===== config.mk =====
export PLATFORM = sky130hd
export DESIGN_NAME = arb_ready_readback
export DESIGN_NICKNAME = d
export VERILOG_FILES = /design/src/logic/arb_skid_fifo.v /design/src/logic/arb_ready_readback.v
export VERILOG_INCLUDE_DIRS = /design/src /design/src/include
export SDC_FILE = /design/constraint.sdc
export NUM_CORES = 2
export LEC_CHECK = 0
export BUFFER_PORTS_ARGS = -buffer_cell sky130_fd_sc_hd__clkbuf_2
export CAP_MARGIN = 5
export CORE_MARGIN = 1.5
export CORE_UTILIZATION = 50
export CTS_CLUSTER_SIZE = 8
export DETAILED_ROUTE_END_ITERATION = 6
export PLACE_DENSITY = 0.65
export SLEW_MARGIN = 5
export SYNTH_ARGS = -nofsm -noshare
export SYNTH_HDL_FRONTEND = slang
export SYNTH_HIERARCHICAL = 1
export SYNTH_SLANG_ARGS = --single-unit

===== constraint.sdc =====
create_clock -name core_clk_i -period 7.05 [get_ports core_clk_i]
set_input_delay 1.0575 -clock core_clk_i [delete_from_list [all_inputs] [get_ports core_clk_i]]
set_output_delay 1.0575 -clock core_clk_i [all_outputs]
set_load 0.05 [all_outputs]

===== src/include/arb_consts.vh =====
// Purpose: constants for the result-ready mask and bulk readback block
// Assumes: byte-wide register map, 16-bit instruction phase (read flag + 15-bit address)
// Notes: every offset and field position lives here, plus the instruction length and the mode, clear and mask reset values
//
// What this block does
// - oscillator keeps running while ready never asserts
// - ready combines only unmasked channels' full flags
// - sixteen channel results at adjacent addresses
// - autodecrement from 0x021F returns 32 bytes
// - direct mode: many instructions, one frame
// - addressing select: 0 autodecrement, 1 direct
// - state clear resets filters, counters, sequencer
// - state clear bit clears itself when done
`ifndef ARB_CONSTS_VH
`define ARB_CONSTS_VH

`define ARB_INSTR_BITS    16
`define ARB_RW_BIT        15
`define ARB_ADDR_MODE     15'h0001
`define ARB_MODE_BIT      7
`define ARB_MODE_RST      8'h00
`define ARB_ADDR_CLEAR    15'h0181
`define ARB_CLEAR_BIT     0
`define ARB_CLEAR_RST     1'b1
`define ARB_ADDR_MASK_LO  15'h0184
`define ARB_ADDR_MASK_HI  15'h0185
`define ARB_MASK_LO_RST   8'hfe
`define ARB_MASK_HI_RST   8'hff
`define ARB_ADDR_FULL_LO  15'h01b0
`define ARB_ADDR_FULL_HI  15'h01b1
`define ARB_ADDR_AVG_BASE 15'h0200
`define ARB_ADDR_AVG_TOP  15'h021f

`endif


===== src/logic/arb_skid_fifo.v =====
// Purpose: small buffer between the sample source and the accumulators
// Assumes: one clock, source and sink share it
// Notes: in_ready_o drops when full so the source stalls instead of losing a word
`timescale 1ns/10ps
module arb_skid_fifo #(
	parameter WIDTH = 20,
	parameter DEPTH = 2,
	parameter AW    = 1
) (
	input  wire             core_clk_i,
	input  wire             rstn_i,
	input  wire             in_valid_i,
	output wire             in_ready_o,
	input  wire [WIDTH-1:0] in_data_i,
	output wire             out_valid_o,
	input  wire             out_ready_i,
	output wire [WIDTH-1:0] out_data_o
);
	reg [WIDTH-1:0] mem [0:DEPTH-1]; // storage entries
	reg [AW-1:0]    wr_ptr;          // next slot to fill
	reg [AW-1:0]    rd_ptr;          // oldest slot
	reg [AW:0]      count;           // entries held
	wire            push;
	wire            pop;

	assign in_ready_o  = (count != DEPTH[AW:0]);
	assign out_valid_o = (count != {(AW+1){1'b0}});
	assign out_data_o  = mem[rd_ptr];
	assign push        = in_valid_i & in_ready_o;
	assign pop         = out_valid_o & out_ready_i;

	// pointer wrap assumes DEPTH is a power of two
	always @(posedge core_clk_i or negedge rstn_i) begin
		if (!rstn_i) begin
			wr_ptr <= {AW{1'b0}};
			rd_ptr <= {AW{1'b0}};
			count  <= {(AW+1){1'b0}};
		end else begin
			if (push) begin
				wr_ptr <= wr_ptr + {{(AW-1){1'b0}}, 1'b1};
			end
			if (pop) begin
				rd_ptr <= rd_ptr + {{(AW-1){1'b0}}, 1'b1};
			end
			if (push & ~pop) begin
				count <= count + {{AW{1'b0}}, 1'b1};
			end else if (pop & ~push) begin
				count <= count - {{AW{1'b0}}, 1'b1};
			end
		end
	end

	// data array carries no reset; only valid entries are ever read out
	always @(posedge core_clk_i) begin
		if (push) begin
			mem[wr_ptr] <= in_data_i;
		end
	end
endmodule // arb_skid_fifo


===== src/logic/arb_ready_readback.v =====
// Purpose: per-channel accumulators, masked ready output and SPI register readback
// Assumes: SPI mode 0, MSB first, pins oversampled by core_clk_i (sclk well below clk/4)
// Notes: average depth is a power of two set by ACC_SHIFT
`timescale 1ns/10ps
`include "arb_consts.vh"
module arb_ready_readback #(
	parameter NCH       = 16,
	parameter ACC_SHIFT = 2
) (
	input  wire        core_clk_i,
	input  wire        rstn_i,
	input  wire        spi_sclk_i,
	input  wire        spi_cs_n_i,
	input  wire        spi_mosi_i,
	output wire        spi_miso_o,
	output wire        spi_miso_oe_n_o,
	input  wire        sample_valid_i,
	output wire        sample_ready_o,
	input  wire [3:0]  sample_chan_i,
	input  wire [15:0] sample_data_i,
	input  wire        burst_stop_en_i,
	output wire        results_ready_n_o,
	output wire        osc_run_o,
	output wire        seq_clear_o
);
	localparam SW = 16 + ACC_SHIFT; // sum width, cannot overflow at full depth

	// pin synchronisers, three stages each
	reg [2:0]  sclk_sync;
	reg [2:0]  cs_sync;
	reg [2:0]  mosi_sync;
	reg        sclk_lvl;           // filtered sclk level
	reg        cs_lvl;             // filtered chip select, high = idle
	wire       sclk_rise;
	wire       sclk_fall;

	// configuration and status
	reg        addressing_select;  // 0 autodecrement, 1 direct
	reg [15:0] channel_fill_mask;  // 1 = channel ignored by ready
	reg        clear_bit;          // state clear in progress
	reg [15:0] channel_depth_reached;
	reg [15:0] averaged_result_reg [0:NCH-1];
	reg [SW-1:0] acc_sum [0:NCH-1];
	reg [ACC_SHIFT-1:0] acc_cnt [0:NCH-1];

	// serial engine
	reg [15:0] rx_sh;              // incoming bits
	reg [3:0]  bit_cnt;
	reg        in_instr;           // collecting an instruction phase
	reg        is_read;
	reg [14:0] addr;
	reg        bytes_left;         // one more byte of a two-byte register
	reg [7:0]  tx_sh;              // outgoing byte
	reg        miso;
	reg        miso_oe_n;
	wire [15:0] rx_word;
	wire [14:0] addr_dec;
	wire        wr_now;

	// sample path
	wire        f_valid;
	wire        f_pop;
	wire [19:0] f_data;
	wire [3:0]  f_chan;
	wire [15:0] f_val;
	wire [SW-1:0] sum_next;
	wire        all_masked;
	wire        all_done;
	integer     i;

	// byte read decode, shared by instruction and data phases
	function [7:0] rd_byte;
		input [14:0] a;
		reg   [14:0] off;
		reg   [15:0] w;
		begin
			rd_byte = 8'h00;
			off = a - `ARB_ADDR_AVG_BASE;
			w = averaged_result_reg[off[4:1]];
			if (a >= `ARB_ADDR_AVG_BASE && a <= `ARB_ADDR_AVG_TOP) begin
				rd_byte = off[0] ? w[15:8] : w[7:0];
			end else begin
				case (a)
					`ARB_ADDR_MODE:    rd_byte = {addressing_select, 7'h00};
					`ARB_ADDR_CLEAR:   rd_byte = {7'h00, clear_bit};
					`ARB_ADDR_MASK_LO: rd_byte = channel_fill_mask[7:0];
					`ARB_ADDR_MASK_HI: rd_byte = channel_fill_mask[15:8];
					`ARB_ADDR_FULL_LO: rd_byte = channel_depth_reached[7:0];
					`ARB_ADDR_FULL_HI: rd_byte = channel_depth_reached[15:8];
					default:           rd_byte = 8'h00;
				endcase
			end
		end
	endfunction

	// results occupy two bytes, everything else one
	function is_pair;
		input [14:0] a;
		begin
			is_pair = (a >= `ARB_ADDR_AVG_BASE) && (a <= `ARB_ADDR_AVG_TOP);
		end
	endfunction

	assign sclk_rise = (sclk_sync[1] == sclk_sync[2]) & sclk_sync[2] & ~sclk_lvl;
	assign sclk_fall = (sclk_sync[1] == sclk_sync[2]) & ~sclk_sync[2] & sclk_lvl;
	assign rx_word   = {rx_sh[14:0], mosi_sync[2]};
	assign addr_dec  = addr - 15'h0001;
	assign wr_now    = sclk_rise & ~cs_lvl & ~in_instr & (bit_cnt == 4'd7) & ~is_read;

	// stage 0 feeds only stage 1; filtered levels use stages 1 and 2
	always @(posedge core_clk_i or negedge rstn_i) begin
		if (!rstn_i) begin
			sclk_sync <= 3'h0;
			cs_sync   <= 3'h7;
			mosi_sync <= 3'h0;
			sclk_lvl  <= 1'b0;
			cs_lvl    <= 1'b1;
		end else begin
			sclk_sync <= {sclk_sync[1:0], spi_sclk_i};
			cs_sync   <= {cs_sync[1:0], spi_cs_n_i};
			mosi_sync <= {mosi_sync[1:0], spi_mosi_i};
			if (sclk_sync[1] == sclk_sync[2]) begin
				sclk_lvl <= sclk_sync[2];
			end
			if (cs_sync[1] == cs_sync[2]) begin
				cs_lvl <= cs_sync[2];
			end
		end
	end

	// serial framing: instruction, then data bytes walked by the selected addressing mode
	always @(posedge core_clk_i or negedge rstn_i) begin
		if (!rstn_i) begin
			rx_sh      <= 16'h0000;
			bit_cnt    <= 4'h0;
			in_instr   <= 1'b1;
			is_read    <= 1'b0;
			addr       <= 15'h0000;
			bytes_left <= 1'b0;
			tx_sh      <= 8'h00;
			miso       <= 1'b0;
			miso_oe_n  <= 1'b1;
		end else if (cs_lvl) begin
			// idle between frames: every frame restarts with an instruction
			bit_cnt   <= 4'h0;
			in_instr  <= 1'b1;
			miso_oe_n <= 1'b1;
			miso      <= 1'b0;
		end else begin
			miso_oe_n <= 1'b0;
			if (sclk_rise) begin
				rx_sh <= rx_word;
				if (in_instr) begin
					if (bit_cnt == 4'd15) begin
						is_read    <= rx_word[`ARB_RW_BIT];
						addr       <= rx_word[14:0];
						bytes_left <= is_pair(rx_word[14:0]);
						tx_sh      <= rd_byte(rx_word[14:0]);
						in_instr   <= 1'b0;
						bit_cnt    <= 4'h0;
					end else begin
						bit_cnt <= bit_cnt + 4'h1;
					end
				end else if (bit_cnt == 4'd7) begin
					bit_cnt <= 4'h0;
					if (addressing_select && !bytes_left) begin
						// direct mode: next instruction may follow in the same frame
						in_instr <= 1'b1;
						tx_sh    <= 8'h00;
					end else begin
						// autodecrement, or the second byte of a result in direct mode: step down one address
						addr       <= addr_dec;
						bytes_left <= 1'b0;
						tx_sh      <= rd_byte(addr_dec);
					end
				end else begin
					bit_cnt <= bit_cnt + 4'h1;
				end
			end else if (sclk_fall) begin
				// falling edge launches the next bit so the host samples it on rising
				miso  <= tx_sh[7];
				tx_sh <= {tx_sh[6:0], 1'b0};
			end
		end
	end

	// configuration writes; clear bit set by software wins over its own completion
	always @(posedge core_clk_i or negedge rstn_i) begin
		if (!rstn_i) begin
			addressing_select <= 1'b0;
			channel_fill_mask <= {`ARB_MASK_HI_RST, `ARB_MASK_LO_RST};
			clear_bit         <= `ARB_CLEAR_RST;
		end else begin
			if (wr_now && addr == `ARB_ADDR_MODE) begin
				addressing_select <= rx_word[`ARB_MODE_BIT];
			end
			if (wr_now && addr == `ARB_ADDR_MASK_LO) begin
				channel_fill_mask[7:0] <= rx_word[7:0];
			end
			if (wr_now && addr == `ARB_ADDR_MASK_HI) begin
				channel_fill_mask[15:8] <= rx_word[7:0];
			end
			if (wr_now && addr == `ARB_ADDR_CLEAR && rx_word[`ARB_CLEAR_BIT]) begin
				clear_bit <= 1'b1;
			end else if (clear_bit) begin
				clear_bit <= 1'b0;
			end
		end
	end

	// samples are held back while a clear runs, so none lands in a half-cleared filter
	assign f_pop   = f_valid & ~clear_bit;
	assign f_chan  = f_data[19:16];
	assign f_val   = f_data[15:0];
	assign sum_next = acc_sum[f_chan] + {{ACC_SHIFT{1'b0}}, f_val};

	arb_skid_fifo #(
		.WIDTH (20),
		.DEPTH (2),
		.AW    (1)
	) arb_skid_fifo_inst (
		.core_clk_i  (core_clk_i),
		.rstn_i      (rstn_i),
		.in_valid_i  (sample_valid_i),
		.in_ready_o  (sample_ready_o),
		.in_data_i   ({sample_chan_i, sample_data_i}),
		.out_valid_o (f_valid),
		.out_ready_i (~clear_bit),
		.out_data_o  (f_data)
	);

	// accumulate per channel; a full channel drops samples until the next clear
	always @(posedge core_clk_i or negedge rstn_i) begin
		if (!rstn_i) begin
			channel_depth_reached <= 16'h0000;
			for (i = 0; i < NCH; i = i + 1) begin
				acc_sum[i]             <= {SW{1'b0}};
				acc_cnt[i]             <= {ACC_SHIFT{1'b0}};
				averaged_result_reg[i] <= 16'h0000;
			end
		end else if (clear_bit) begin
			channel_depth_reached <= 16'h0000;
			for (i = 0; i < NCH; i = i + 1) begin
				acc_sum[i]             <= {SW{1'b0}};
				acc_cnt[i]             <= {ACC_SHIFT{1'b0}};
				averaged_result_reg[i] <= 16'h0000;
			end
		end else if (f_pop && !channel_depth_reached[f_chan]) begin
			if (&acc_cnt[f_chan]) begin
				averaged_result_reg[f_chan]   <= sum_next[SW-1:ACC_SHIFT];
				channel_depth_reached[f_chan] <= 1'b1;
				acc_sum[f_chan]               <= {SW{1'b0}};
				acc_cnt[f_chan]               <= {ACC_SHIFT{1'b0}};
			end else begin
				acc_sum[f_chan] <= sum_next;
				acc_cnt[f_chan] <= acc_cnt[f_chan] + {{(ACC_SHIFT-1){1'b0}}, 1'b1};
			end
		end
	end

	// all masked means no channel can ever raise ready: that is the lockout case
	assign all_masked = &channel_fill_mask;
	assign all_done   = &(channel_depth_reached | channel_fill_mask) & ~all_masked;
	assign results_ready_n_o = ~all_done;
	// with ready as stop trigger the oscillator runs until ready asserts, possibly forever
	assign osc_run_o  = ~(burst_stop_en_i & all_done);
	assign seq_clear_o = clear_bit;
	assign spi_miso_o      = miso;
	assign spi_miso_oe_n_o = miso_oe_n;
endmodule // arb_ready_readback


# After elaboration in Yosys (flattened, before gate mapping)
# Memory sizes are Yosys's and may differ from the RTL's.
# Index checks and enable logic that the tools add are counted.
# op_classes
muxes,77
magnitude_cmp,10
n_reduce_logical,30
n_eq_ne,26
bitwise,34
n_addsub,10
# op_table
op,count
$mux 288,3
$mux 256,3
$and 288x288->288,1
$bwmux 288,1
$not 288->288,1
$bwmux 256,1
$eq 15x9->1 const B,13
$bmux 16 s4,2
$mux 16,8
$mux 32,3
$pmux 8 s6,2
$mux 8,10
$bmux 18 s4,1
$demux 18 s4,1
$demux 16 s4,1
$mux 15,4
$mux 18,3
$eq 15x1->1 const B,3
$and 32x32->32,1
$bwmux 32,1
$not 32->32,1
$or 16x16->16,2
$reduce_and 16->1,2
$ge 15x10->1 const B,2
35 further kinds,117
# word_totals
word_cells,258
output_inout_bits,6
n_memories,1
regBits,672
ramBits,40
inputBits,27
# memory_table
memory,words,word_bits,read_ports,rd_ports_with_merged_regs,wr,line_no,rtl
arb_skid_fifo_inst.mem,2,20,1,0,1,arb_skid_fifo.v:19,reg [WIDTH-1:0] mem [0:DEPTH-1];

# Logic depth before layout (Yosys ltp)
# depth
depth_word,12
ltp_mapped,21

# Cells and area by module
# The synthesis kept the hierarchy.
# by_module_without_submodules
module,seq_area_each_um2,area_per_inst_um2,cells_per_inst,instances
arb_ready_readback,16743.6,35540.3,3609,1
arb_skid_fifo,1301.2,1665.3,80,1

# Worst setup path before layout
# OpenSTA, ideal clock, no wires.
# synth_timing
path_kind,reg2reg
startpoint,register arb_skid_fifo_inst.rd_ptr
endpoint,register averaged_result_reg[111] in the netlist's numbering
slack_ns,1.147
path_stages_with_launch,21
period_less_slack_ns,5.903
arrival_ns,5.809
cell_sequence,dfrtp_1 > clkbuf_8 > mux2_2 > buf_2 > buf_4 > buf_2 > buf_2 > buf_1 > mux4_2 > mux4_2 > ha_1 > a21o_1 > a21oi_1 > or3b_2 > o311ai_0 > nand2_1 > or3_1 > and3_1 > clkbuf_1 > buf_2 > a211oi_1
# synth_via
elab_chain_cells,10
word_cells_on_any_way,26
classes_between,add/sub (1); order compare (2); mux (14); bitwise (1); reduce/logical (7); memory (1)
# synth_lines
item,line_no,rtl
from (decl),arb_skid_fifo.v:21,reg [AW-1:0] rd_ptr;
from (signal assigned),arb_skid_fifo.v:36,rd_ptr <= {AW{1'b0}};
from (signal assigned),arb_skid_fifo.v:43,"rd_ptr <= rd_ptr + {{(AW-1){1'b0}}, 1'b1};"
$mem_v2 2x20 (*),-,
named net f_data[16],arb_ready_readback.v:63,wire [19:0] f_data;
$not 4->5 (implied by the code),"arb_ready_readback.v:215, arb_ready_readback.v:249, arb_ready_readback.v:250",
"$bmux 18 s4, or another cell as far along",arb_ready_readback.v:215,"assign sum_next = acc_sum[f_chan] + {{ACC_SHIFT{1'b0}}, f_val};"
$mux 18 (implied by the code) or $logic_and 1x1->1 (tied branches),"arb_ready_readback.v:215, arb_ready_readback.v:250",
$mux 18 (implied by the code) or $mux 16 (tied branches),"arb_ready_readback.v:215, arb_ready_readback.v:250",
$add 18x16->18 or $demux 16 s4 (tied branches),"arb_ready_readback.v:215, arb_ready_readback.v:250",
$bwmux 256,arb_ready_readback.v:250,averaged_result_reg[f_chan] <= sum_next[SW-1:ACC_SHIFT];
$mux 256,arb_ready_readback.v:249,if (&acc_cnt[f_chan]) begin
$mux 256,arb_ready_readback.v:248,end else if (f_pop && !channel_depth_reached[f_chan]) begin
$mux 256,arb_ready_readback.v:241,end else if (clear_bit) begin
"to (signal, indexed assignment)",arb_ready_readback.v:250,
to (decl),arb_ready_readback.v:42,reg [15:0] averaged_result_reg [0:NCH-1];
# Mark *: on every way through the listed nets, which the timed path passes. The rest lies on a longest branch. The select of a mux whose other input is x is not followed.
# A chain may end at the register's enable or synchronous reset.

# Worst setup path after layout
# layout_timing
startpoint,register arb_skid_fifo_inst.rd_ptr
endpoint,register acc_sum[119] in the netlist's numbering
# layout_via
elab_chain_cells,11
word_cells_on_any_way,26
classes_between,add/sub (1); order compare (2); mux (14); bitwise (3); reduce/logical (5); memory (1)
# layout_lines
item,line_no,rtl
$mem_v2 2x20 (*),-,
named net f_data[17],arb_ready_readback.v:63,
"parallel branches: the longest is 10 deep, another holds $add 18x16->18",-,
"to (signal, indexed assignment)",arb_ready_readback.v:244,acc_sum[i] <= {SW{1'b0}};
"to (signal, indexed assignment)",arb_ready_readback.v:252,acc_sum[f_chan] <= {SW{1'b0}};
"to (signal, indexed assignment)",arb_ready_readback.v:255,acc_sum[f_chan] <= sum_next;
to (decl),arb_ready_readback.v:43,reg [SW-1:0] acc_sum [0:NCH-1];
# Mark *: on every way through the listed nets, which the timed path passes. The select of a mux whose other input is x is not followed.

==> key figures <==
Critical path
  • CP peak stage delay: 910 ps
  • Crit path kind: flip-flop to flip-flop
  • Reg2reg setup slack: 1250 ps
  • Critical-path top delay cell: mux2_4
  • WP data arrival: 6360 ps
  • WP data required: 7610 ps
  • Critical path's most frequent cell: mux4_2
  • Family with the most delay on the worst path: multiplexers
  • Max FO, Critical Path: 68
  • WP buf/inv: 1
  • Endpoint type of the worst setup path: flip-flop
  • Crit path cell chain: buf_4 > mux2_4 > mux4_2 > mux4_2 > ha_1 > a211oi_1 > nor3_1 > or3b_2 > o311a_1 > nor2_1 > xnor2_2 > nand2_1 > o21ai_0
  • CP Launch Type: flip-flop

Clock network
  • Post-CTS Resized: 0
  • Hold bufs inserted after CTS: 0
  • Clk_lat worst skew: 670 ps
  • Root Buffer: clkbuf_16
  • H-Tree Depth: 3
  • CTS tree: done
  • Clk pin slew, worst setup/hold paths: 50 ps
  • Num CTS Buffers: 98
  • Clk sinks: 712
  • Setup bufs post-CTS: 0
  • CTS max path bufs: 3

Detailed routing
  • DRC viols: 0
  • Vias per cell: 6.57
  • DR iter-0 viols: 3860
  • Drt total wl: 120000 um
  • Routed vias: 30100
  • Drt wl/cell: 26.2 um
  • Drt pass-1 iters: 6
  • Final ANT Viol Nets: 0

Floorplan
  • Die W: 276 um
  • Area of the die: 76100 um2
  • Die height: 276 um
  • Row cnt: 99
  • Top Ports: 33
  • Starting Density: 50.7%
  • Core area: 73300 um2

Min path
  • Worst Hold Class: flip-flop to flip-flop

Cells and area
  • Area taken by multi-input logic gates: 17900 um2
  • Max reg flops: 288
  • NumNets Final: 3638
  • Fillers: 6301
  • Area Overhead vs Synth: 9.53%
  • FF/Latch Area: 18100 um2
  • Layout cell share with drive strength beyond 1: 16.1%
  • Fin cells: 4573
  • Final core occ: 55.6%

Synthesis
  • Sequential area share after synthesis: 48.5%
  • Avg Inst Size Synth: 10.1 um2
  • Synth Cell Area: 37200 um2
  • Primary FF master, synth: dfrtp_1
  • Synthesis Warnings: 6
  • Post-synthesis register bit count: 712
  • Mapped Nets: 3741
  • EDFF count, synth: 40
  • Yosys top cell area share: 43.7%
  • Cell variety after synth: 93
  • FFs w/ async S/R, synth: 94.4%
  • Post-Syn Instances: 3689
  • Area leader, netlist: dfrtp_1
  • Ranking of synthesized cells by area: dfrtp_1, mux4_2, nand2_1

Power and ir drop
  • Pleak: 16.8 nW
  • Worst vdd ir: 0.638 mV
  • Power Dens Cells: 495 nW/um2

Timing
  • RSZ-0062 raised after global routing: false
  • TNS Setup: 0 ps
  • Max Slew Vio Count: 0
  • Fin. Hold Viols: 0
  • Final setup margin: 1250 ps
  • Worst Max-Slew Pin Slew: 1210 ps
  • WHS: 345 ps
  • Crit share post-route: 82.3%
  • Final setup fails: 0
  • Final setup skew: 24.4 ps
  • Fmax achieved: 172 MHz
  • Relative slew slack: 19.5%
  • Final critical delay including setup and external delays: 5800 ps

Outcome
  • Status: complete, no violations

GRT
  • Largest net degree at the start of global routing: 192
  • Total track usage: 31.9%
  • Initial antenna violation count: 0
  • GR Overflow Total: 0
  • First-pass GRT wire length: 182000 um
  • Vias in the first global route: 28900

Placed design
  • Pre-CTS setup slack: 1320 ps
  • DP HPWL: 70300 um
  • GPL Wtd Cong: 0.907
  • Placed cells: 4445
  • Port bufs: 32

Run
  • Max-Cap Viols: 0
metal layers:
metal / share of wire (%) / wire length [um] / GRT usage [%]
met1: 41 / 48900 / 45.3
met2: 45 / 54000 / 47.9
met3: 11 / 12700 / 7.27
met4: 3.7 / 4450 / 12.0
met5: 0 / 0 / 0
metrics by stage:
stage / total power, mW / instance area (um2)
2_1_floorplan: 12.3 / 37200
3_3_place_gp: 15.6 / 38100
3_5_place_dp: 15.7 / 38100
4_1_cts: 20.0 / 40800
5_1_grt: 21.1 / 40800
6_report: 20.2 / 40800
cells in the mapped netlist, types with 38 or more instances:
| master | n |
|---|---|
| nand2_1 | 852 |
| edfxtp_1 | 40 |
| buf_2 | 38 |
| a21oi_1 | 389 |
| nand3_1 | 150 |
| dfrtp_1 | 650 |
| nor2_1 | 229 |
| mux4_2 | 218 |
| mux2i_1 | 92 |
| nor3_1 | 66 |
| clkbuf_1 | 229 |
| o21ai_0 | 187 |
| mux2_2 | 61 |
placed cells by master (no fill, tap or decap), types with 78 or more instances in the layout:
master and instances:
o21ai_0 187, buf_4 78, nand3_1 149, nand2_1 852, nor2_1 213, a21oi_1 389
mux2i_1 92, dfrtp_1 648, mux4_2 218, clkbuf_16 98
cell type report:
cell class / count / area share [%]
Antenna cell: 1 / 0.00614
Clock buffer: 120 / 6.22
Clock inverter: 7 / 0.295
Inverter: 21 / 0.200
Multi-Input combinational cell: 2637 / 43.9
Sequential cell: 712 / 44.3
Tap cell: 959 / 2.94
Timing Repair Buffer: 116 / 2.15
path summary, 6_finish.rpt:
check	start	to	cells after the start
worst min register to register	mosi_sync[1]$_DFF_PN0_	mosi_sync[2]$_DFF_PN0_	0
worst max-delay path	arb_skid_fifo_inst/rd_ptr$_DFFE_PN0P_	acc_sum[119]$_DFFE_PN0P_	13
min in group asynchronous	rstn_i	arb_skid_fifo_inst/wr_ptr$_DFFE_PN0P_	1
worst min-delay path	mosi_sync[1]$_DFF_PN0_	mosi_sync[2]$_DFF_PN0_	0
max in group asynchronous	rstn_i	acc_sum[76]$_DFFE_PN0P_	2
worst max register to register	arb_skid_fifo_inst/rd_ptr$_DFFE_PN0P_	acc_sum[119]$_DFFE_PN0P_	13
logic make-up after synthesis:
| kind of cell | after synthesis | share of synthesized area (%) |
|---|---|---|
| simple gates | 1429 | 16.3 |
| compound gates | 789 | 12.4 |
| flops | 712 | 48.5 |
| mux | 371 | 17.5 |
| buf+inv | 340 | 3.95 |
| fa+ha+maj | 26 | 0.888 |
| xor+xnor | 22 | 0.518 |
report_power, final:
group | switching (mW) | internal (mW) | total [mW]
clock | 1.79 | 2.49 | 4.28
sequential | 0.817 | 5.37 | 6.18
combinational | 6.40 | 3.29 | 9.69
Note: power is estimated with default switching activity, not from simulation.
